File: config.mk
export PLATFORM = sky130hd
export DESIGN_NAME = wake_irq_device_flat
export DESIGN_NICKNAME = d
export VERILOG_FILES = /design/src/rtl/wake_irq_pkg.sv /design/src/rtl/sfr_if.sv /design/src/rtl/wake_irq_device.sv /design/src/rtl/flag_cell.sv /design/src/flat_wrapper.sv
export SDC_FILE = /design/constraint.sdc
export NUM_CORES = 1
export LEC_CHECK = 0
export BUFFER_PORTS_ARGS = -buffer_cell sky130_fd_sc_hd__clkbuf_2
export CELL_PAD_IN_SITES_DETAIL_PLACEMENT = 0
export CELL_PAD_IN_SITES_GLOBAL_PLACEMENT = 1
export CORE_MARGIN = 5
export CORE_UTILIZATION = 37
export CTS_CLUSTER_SIZE = 28
export DETAILED_ROUTE_END_ITERATION = 16
export PLACE_DENSITY_LB_ADDON = 0.1
export RECOVER_POWER = 50
export SLEW_MARGIN = 20
export SYNTH_ARGS = -nofsm -noshare
export SYNTH_HDL_FRONTEND = slang
export SYNTH_SLANG_ARGS = --single-unit
export TNS_END_PERCENT = 20
File: constraint.sdc
create_clock -name clk -period 1.43 [get_ports clk]
set_input_delay 0.143 -clock clk [delete_from_list [all_inputs] [get_ports clk]]
set_output_delay 0.143 -clock clk [all_outputs]
set_load 0.02 [all_outputs]
File: src/rtl/wake_irq_pkg.sv
`default_nettype none
package wake_irq_pkg;
    localparam logic [7:0] port0_wake_enable_offset = 8'hC5;
    localparam logic [7:0] port2_wake_enable_offset = 8'hC6;
    localparam logic [7:0] port3_wake_enable_offset = 8'hC7;
    localparam logic [7:0] secondary_irq_enable_offset = 8'h84;
    localparam logic [7:0] secondary_irq_flags_offset = 8'h85;
    localparam logic [7:0] wake_enable_reset = 8'h00;
    localparam logic [7:0] secondary_reset = 8'h00;
    localparam int pwm_group_bit = 6;
    localparam int pwm_first_bit = 5;
    localparam int touch_b_bit = 1;
    localparam int touch_a_bit = 0;
    localparam logic [7:0] secondary_used_mask = 8'h63;
    localparam logic [7:0] clear_pwm_group = 8'hBF;
    localparam logic [7:0] clear_pwm_first = 8'hDF;
    localparam logic [7:0] clear_touch_b = 8'hFD;
    localparam logic [7:0] clear_touch_a = 8'hFE;
endpackage : wake_irq_pkg
`default_nettype wire

File: src/rtl/sfr_if.sv
`default_nettype none
interface sfr_if;
    logic wr;
    logic rd;
    logic [7:0] addr;
    logic [7:0] wdata;
    logic [7:0] rdata;
    logic rvalid;
    logic [3:0] period_end;
    logic [3:0] irq_req;
    logic [7:0] p0_wake;
    logic [7:0] p2_wake;
    logic [7:0] p3_wake;
    modport device (input wr, rd, addr, wdata, period_end, output rdata, rvalid, irq_req, p0_wake, p2_wake, p3_wake);
    modport host (output wr, rd, addr, wdata, period_end, input rdata, rvalid, irq_req, p0_wake, p2_wake, p3_wake);
endinterface : sfr_if
`default_nettype wire

File: src/rtl/wake_irq_device.sv
`default_nettype none
// How it works
// - eight port 0 pin wake enables
// - eight port 2 pin wake enables
// - eight port 3 pin wake enables
// - enables for PWM group and PWM0
// - enables for touch-key B and A
// - PWM1 period sets group flag, BFh clears
// - PWM0 period sets flag, DFh clears
// - touch-key B scan sets flag, FDh clears
// - touch-key A scan sets flag, FEh clears
module wake_irq_device (
    input wire logic clk,
    input wire logic resetn,
    sfr_if.device bus
);
    ////////////////////////////////////////////////////////////////
    // helpers
    function automatic logic hits(input logic strobe, input logic [7:0] addr, input logic [7:0] offset);
        return strobe && addr == offset;
    endfunction : hits
    function automatic logic [3:0] pick_sources(input logic [7:0] value);
        logic [3:0] picked;
        picked[3] = value[wake_irq_pkg::pwm_group_bit];
        picked[2] = value[wake_irq_pkg::pwm_first_bit];
        picked[1] = value[wake_irq_pkg::touch_b_bit];
        picked[0] = value[wake_irq_pkg::touch_a_bit];
        return picked;
    endfunction : pick_sources
    function automatic logic [7:0] place_sources(input logic [3:0] sources);
        logic [7:0] placed;
        placed = 8'h00;
        placed[wake_irq_pkg::pwm_group_bit] = sources[3];
        placed[wake_irq_pkg::pwm_first_bit] = sources[2];
        placed[wake_irq_pkg::touch_b_bit] = sources[1];
        placed[wake_irq_pkg::touch_a_bit] = sources[0];
        return placed;
    endfunction : place_sources
    ////////////////////////////////////////////////////////////////
    // state and decodes
    logic [7:0] p0_q;
    logic [7:0] p0_d;
    logic [7:0] p2_q;
    logic [7:0] p2_d;
    logic [7:0] p3_q;
    logic [7:0] p3_d;
    logic [7:0] en_q;
    logic [7:0] en_d;
    logic [7:0] rdata_q;
    logic [7:0] rdata_d;
    logic rvalid_q;
    logic rvalid_d;
    logic [3:0] irq_q;
    logic [3:0] irq_d;
    logic [3:0] flags;
    logic [7:0] flag_view;
    logic [3:0] clr;
    logic p0_wr;
    logic p2_wr;
    logic p3_wr;
    logic en_wr;
    logic flag_wr;
    logic p0_rd;
    logic p2_rd;
    logic p3_rd;
    logic en_rd;
    logic flag_rd;
    ////////////////////////////////////////////////////////////////
    // address decode
    assign p0_wr = hits(bus.wr, bus.addr, wake_irq_pkg::port0_wake_enable_offset);
    assign p2_wr = hits(bus.wr, bus.addr, wake_irq_pkg::port2_wake_enable_offset);
    assign p3_wr = hits(bus.wr, bus.addr, wake_irq_pkg::port3_wake_enable_offset);
    assign en_wr = hits(bus.wr, bus.addr, wake_irq_pkg::secondary_irq_enable_offset);
    assign flag_wr = hits(bus.wr, bus.addr, wake_irq_pkg::secondary_irq_flags_offset);
    assign p0_rd = hits(bus.rd, bus.addr, wake_irq_pkg::port0_wake_enable_offset);
    assign p2_rd = hits(bus.rd, bus.addr, wake_irq_pkg::port2_wake_enable_offset);
    assign p3_rd = hits(bus.rd, bus.addr, wake_irq_pkg::port3_wake_enable_offset);
    assign en_rd = hits(bus.rd, bus.addr, wake_irq_pkg::secondary_irq_enable_offset);
    assign flag_rd = hits(bus.rd, bus.addr, wake_irq_pkg::secondary_irq_flags_offset);
    ////////////////////////////////////////////////////////////////
    // flag register: zero bits of a write clear
    assign clr[3] = flag_wr && !bus.wdata[wake_irq_pkg::pwm_group_bit];
    assign clr[2] = flag_wr && !bus.wdata[wake_irq_pkg::pwm_first_bit];
    assign clr[1] = flag_wr && !bus.wdata[wake_irq_pkg::touch_b_bit];
    assign clr[0] = flag_wr && !bus.wdata[wake_irq_pkg::touch_a_bit];
    for (genvar i = 0; i < 4; i++) begin : g_flag
        flag_cell i_flag_cell (
            .clk(clk),
            .resetn(resetn),
            .set(bus.period_end[i]),
            .clr(clr[i]),
            .flag_q(flags[i])
        );
    end
    assign flag_view = place_sources(flags);
    ////////////////////////////////////////////////////////////////
    // port 0 wake enables
    always_comb begin
        p0_d = p0_q;
        if (p0_wr) begin
            p0_d = bus.wdata;
        end
    end
    always_ff @(posedge clk) begin
        if (!resetn) begin
            p0_q <= wake_irq_pkg::wake_enable_reset;
        end else begin
            p0_q <= p0_d;
        end
    end
    ////////////////////////////////////////////////////////////////
    // port 2 wake enables
    always_comb begin
        p2_d = p2_q;
        if (p2_wr) begin
            p2_d = bus.wdata;
        end
    end
    always_ff @(posedge clk) begin
        if (!resetn) begin
            p2_q <= wake_irq_pkg::wake_enable_reset;
        end else begin
            p2_q <= p2_d;
        end
    end
    ////////////////////////////////////////////////////////////////
    // port 3 wake enables
    always_comb begin
        p3_d = p3_q;
        if (p3_wr) begin
            p3_d = bus.wdata;
        end
    end
    always_ff @(posedge clk) begin
        if (!resetn) begin
            p3_q <= wake_irq_pkg::wake_enable_reset;
        end else begin
            p3_q <= p3_d;
        end
    end
    ////////////////////////////////////////////////////////////////
    // secondary enable register
    always_comb begin
        en_d = en_q;
        if (en_wr) begin
            en_d = bus.wdata & wake_irq_pkg::secondary_used_mask;
        end
    end
    always_ff @(posedge clk) begin
        if (!resetn) begin
            en_q <= wake_irq_pkg::secondary_reset;
        end else begin
            en_q <= en_d;
        end
    end
    ////////////////////////////////////////////////////////////////
    // read path: data one cycle after the strobe
    always_comb begin
        rvalid_d = bus.rd;
        rdata_d = rdata_q;
        if (bus.rd) begin
            rdata_d = 8'h00;
        end
        if (p0_rd) begin
            rdata_d = p0_q;
        end
        if (p2_rd) begin
            rdata_d = p2_q;
        end
        if (p3_rd) begin
            rdata_d = p3_q;
        end
        if (en_rd) begin
            rdata_d = en_q;
        end
        if (flag_rd) begin
            rdata_d = flag_view;
        end
    end
    always_ff @(posedge clk) begin
        if (!resetn) begin
            rdata_q <= 8'h00;
            rvalid_q <= 1'b0;
        end else begin
            rdata_q <= rdata_d;
            rvalid_q <= rvalid_d;
        end
    end
    ////////////////////////////////////////////////////////////////
    // interrupt requests: flag and enable both set
    always_comb begin
        irq_d = flags & pick_sources(en_q);
    end
    always_ff @(posedge clk) begin
        if (!resetn) begin
            irq_q <= 4'h0;
        end else begin
            irq_q <= irq_d;
        end
    end
    ////////////////////////////////////////////////////////////////
    // outputs straight from registers
    assign bus.rdata = rdata_q;
    assign bus.rvalid = rvalid_q;
    assign bus.irq_req = irq_q;
    assign bus.p0_wake = p0_q;
    assign bus.p2_wake = p2_q;
    assign bus.p3_wake = p3_q;
endmodule : wake_irq_device
`default_nettype wire

File: src/rtl/flag_cell.sv
`default_nettype none
module flag_cell (
    input wire logic clk,
    input wire logic resetn,
    input wire logic set,
    input wire logic clr,
    output logic flag_q
);
    logic flag_d;
    always_comb begin
        flag_d = flag_q;
        if (clr) begin
            flag_d = 1'b0;
        end
        if (set) begin
            flag_d = 1'b1;
        end
    end
    always_ff @(posedge clk) begin
        if (!resetn) begin
            flag_q <= 1'b0;
        end else begin
            flag_q <= flag_d;
        end
    end
endmodule : flag_cell
`default_nettype wire

File: src/flat_wrapper.sv
// flat-port wrapper written by rule: the top's interface ports become plain ports
module wake_irq_device_flat 
  (clk, resetn, bus_wr, bus_rd, bus_addr, bus_wdata, bus_period_end, bus_rdata, bus_rvalid, bus_irq_req, bus_p0_wake, bus_p2_wake, bus_p3_wake);
  sfr_if bus_i ();
  input wire logic clk;
  input wire logic resetn;
  input wire logic [$bits(bus_i.wr)-1:0] bus_wr;
  input wire logic [$bits(bus_i.rd)-1:0] bus_rd;
  input wire logic [$bits(bus_i.addr)-1:0] bus_addr;
  input wire logic [$bits(bus_i.wdata)-1:0] bus_wdata;
  input wire logic [$bits(bus_i.period_end)-1:0] bus_period_end;
  output wire logic [$bits(bus_i.rdata)-1:0] bus_rdata;
  output wire logic [$bits(bus_i.rvalid)-1:0] bus_rvalid;
  output wire logic [$bits(bus_i.irq_req)-1:0] bus_irq_req;
  output wire logic [$bits(bus_i.p0_wake)-1:0] bus_p0_wake;
  output wire logic [$bits(bus_i.p2_wake)-1:0] bus_p2_wake;
  output wire logic [$bits(bus_i.p3_wake)-1:0] bus_p3_wake;
  assign bus_i.wr = bus_wr;
  assign bus_i.rd = bus_rd;
  assign bus_i.addr = bus_addr;
  assign bus_i.wdata = bus_wdata;
  assign bus_i.period_end = bus_period_end;
  assign bus_rdata = bus_i.rdata;
  assign bus_rvalid = bus_i.rvalid;
  assign bus_irq_req = bus_i.irq_req;
  assign bus_p0_wake = bus_i.p0_wake;
  assign bus_p2_wake = bus_i.p2_wake;
  assign bus_p3_wake = bus_i.p3_wake;
  wake_irq_device u_core (.clk(clk), .resetn(resetn), .bus(bus_i));
endmodule
==> impl_metrics.csv <==
group,metric,value,unit
sta,slew_headroom,67.1,%
global_routing,grt.total_usage,15.9,%
sta,worst_pin_slew,494,ps
final_layout,drive_gt1_share,19.7,%
synth,yosysSeqAreaShare,46.5,%
setup_path,path_max_fanout,3,
clock_tree,h-tree-depth,2,
placement,port_buffers,60,
setup_path,end_kind,"register",
clock_tree,cts_tree,"yes",
floorplan,die_y,82.3,µm
floorplan,start_util,37.9,%
synth,synth_top_area_share,46.5,%
status,outcome,"completed",
power,p_leak,1.12,nW
flow_run,drv_cap,0,
synth,synth-warning-count,0,
routing,drtIter0Drc,52,
setup_path,crit_family,"compound AO/OA/AOI/OAI gates",
sta,setup_tns,0,ps
global_routing,grt_pass1_wl,8030,µm
routing,via_per_inst,4.75,
routing,m1WireLength,2630,µm
global_routing,grt_overflow,0,
routing,wire_per_inst,14.7,µm
routing,top_layer,"met4",
floorplan,die_w,82.3,µm
setup_path,path_buf_inv,0,
hold_path,min_path_type,"primary input to register",
placement,gp_congestion,0.759,
floorplan,dieArea,0.00678,mm²
final_layout,final-seq-area,901,µm²
final_layout,final_util,48.3,%
final_layout,final_common_cell,"dfxtp_1",
setup_path,cp_data_required_time,1620,ps
clock_tree,clock-sinks,45,
synth,synth_cells,198,
setup_path,cp.arrival,1450,ps
sta,hold_viol_final,0,
final_layout,final_cell_mix,"dfxtp_1, clkbuf_1, nor2b_1",
routing,wl,5050,µm
routing,dr_total_vias,1633,
synth,syn-num-nets,222,
clock_tree,clk_path_buf_depth,2,
sta,rsz0062_at_grt,"no",
routing,firstDrtPassIters,4,
placement,post-dp-hpwl,3880,µm
final_layout,diodes,0,
routing,drcViolationCount,0,
routing,routed-wl-met3,316,µm
sta,drv_slew,0,
routing,drtAntennaViolNets,0,
final_layout,fillers,539,
global_routing,grt_max_degree,30,
synth,synth_largest_area_cell,"dfxtp_1",
clock_tree,cts_hold_buf,0,
synth,synthesis.area,0.00194,mm²
clock_tree,cts_resized,0,
setup_path,cpPeakStageDelay,340,ps
sta,fin_worst_skew,4.51,ps
floorplan,core_area,0.00511,mm²
synth,synth-seq-cells,45,
clock_tree,cts_setup_buffers,0,
setup_path,slowest_stage,"dfxtp_1",
clock_tree,clkSlewWorstSetupHoldPaths,80,ps
routing,dr_wl_met2,2060,µm
clock_tree,numCtsBuffers,5,
power,p_per_area,932,mW/mm²
synth,ys_types,32,
setup_path,worstPathCellList,"mux2_1 > a22oi_1 > a221o_1 > o21ai_1",
power,vdd_ir_drop_max,0.000510,V
sta,fin_crit_sh,88.3,%
final_layout,syn_to_final_growth,27.5,%
synth,avgSynthCellArea,9.78,µm²
floorplan,pin_count,61,
setup_path,path_class,"register to register",
final_layout,fin_nets,297,
sta,period_needed,1260,ps
setup_path,critPathLaunchType,"register",
clock_tree,cts_root_buf,"clkbuf_8",
sta,fmax,0.792,GHz
final_layout,multi_input_area,971,µm²
synth,synth.area.top_cells,"dfxtp_1, mux2i_1, nor2b_1, o21a_1, nand2_1",
sta,finalSetupViolations,0,
floorplan,rows,26,
clock_tree,worstSkewPairLatency,290,ps
global_routing,first_global_vias,1616,
global_routing,antenna_found_initial,0,
[Yosys cell counts]
| master | n |
|---|---|
| o22ai_1 | 1 |
| a21oi_1 | 4 |
| mux2_1 | 1 |
| nor4b_2 | 1 |
| nand3_2 | 3 |
| or3_1 | 4 |
| and2_1 | 3 |
| mux2i_1 | 24 |
| and4bb_1 | 1 |
| nor2_1 | 11 |
| buf_1 | 1 |
| buf_2 | 3 |
| buf_6 | 1 |
| dfxtp_1 | 45 |
| nand3_1 | 7 |
| nand2_1 | 14 |
| a22o_1 | 3 |
| nand2_2 | 1 |
| clkbuf_1 | 4 |
| nor2b_1 | 26 |
| inv_1 | 1 |
| and3_1 | 5 |
| a21boi_1 | 4 |
| o21ai_0 | 3 |
| a221o_1 | 4 |
| a22oi_1 | 4 |
| and3b_1 | 1 |
| o21a_1 | 8 |
| and2b_1 | 1 |
| o21ai_1 | 5 |
| buf_4 | 2 |
| and4b_1 | 2 |
[per-stage QoR]
step / hold slack (ps) / area [µm²] / setup slack (ps) / std cells / power (mW)
after floorplan: 267 / 1940 / 183 / 198 / 1.38
final: 56.7 / 2470 / 168 / 344 / 2.30
after CTS: 42.2 / 2520 / 172 / 344 / 2.34
after global placement: 356 / 2420 / -9.50 / 336 / 1.47
after detailed placement: 357 / 2420 / 5.70 / 336 / 1.47
after global routing: 50.6 / 2470 / 137 / 344 / 2.39
[worst reg2reg max path: cells and delay by family (launching register included)]
kind               cells  cell delay (ps)
AOI/OAI and AO/OA      3              540
DFF                    1              340
muxes                  1              290
[worst paths after layout]
path	to	from	depth (start not counted)	slack [ps]
min reg2reg	u_core.bus.rdata[4]$_SDFFE_PP0P_	u_core.bus.rdata[4]$_SDFFE_PP0P_	2	450
max reg2reg	u_core.bus.rdata[0]$_SDFFE_PN0P_	u_core.bus.p3_wake[0]$_SDFFE_PN0P_	4	170
max	u_core.bus.rdata[0]$_SDFFE_PN0P_	u_core.bus.p3_wake[0]$_SDFFE_PN0P_	4	170
min	u_core.g_flag[2].i_flag_cell.flag_q$_SDFFE_PN0P_	bus_period_end[2]	2	60
[kinds of logic (layout without fill, tap and decap cells)]
family | Yosys count | in the layout | share of synthesized area [%]
AND/OR/NAND/NOR | 80 | 80 | 24.1
multiplexers | 25 | 25 | 13.0
buffers and inverters | 12 | 88 | 3.30
AO/OA/AOI/OAI | 36 | 36 | 13.1
flip-flops | 45 | 45 | 46.5
[routing by layer]
metal  vias to the layer above  global-route usage [%]
met4                         0                    4.49
met2                        45                    23.4
met5                         -                       0
met3                         5                    4.23
met1                       739                    22.8
li1                        844                       -
[power by group]
group	internal (mW)	switching, mW	leakage, nW
logic	0.0827	0.0886	0.702
registers	1.26	0.00684	0.364
clock network	0.437	0.420	0.0542
[cell type report]
type                       instances  area share, %
multi-input combinational        141           39.4
sequential                        45           36.5
timing repair buffer              79           16.3
clock buffer                       7           3.90
tap                               70           3.55
clock inverter                     1          0.203
inverter                           1          0.152
[flip-flops by register name (all words and copies together), names as in the netlist]
name / cells
u_core.bus.p2_wake: 8
u_core.g_flag.i_flag_cell.flag_q: 4
u_core.en_q: 4
u_core.bus.p0_wake: 8
u_core.bus.p3_wake: 8
u_core.bus.rdata: 8
u_core.bus.rvalid: 1
u_core.bus.irq_req: 4
Power figures use the tool's default switching activity.
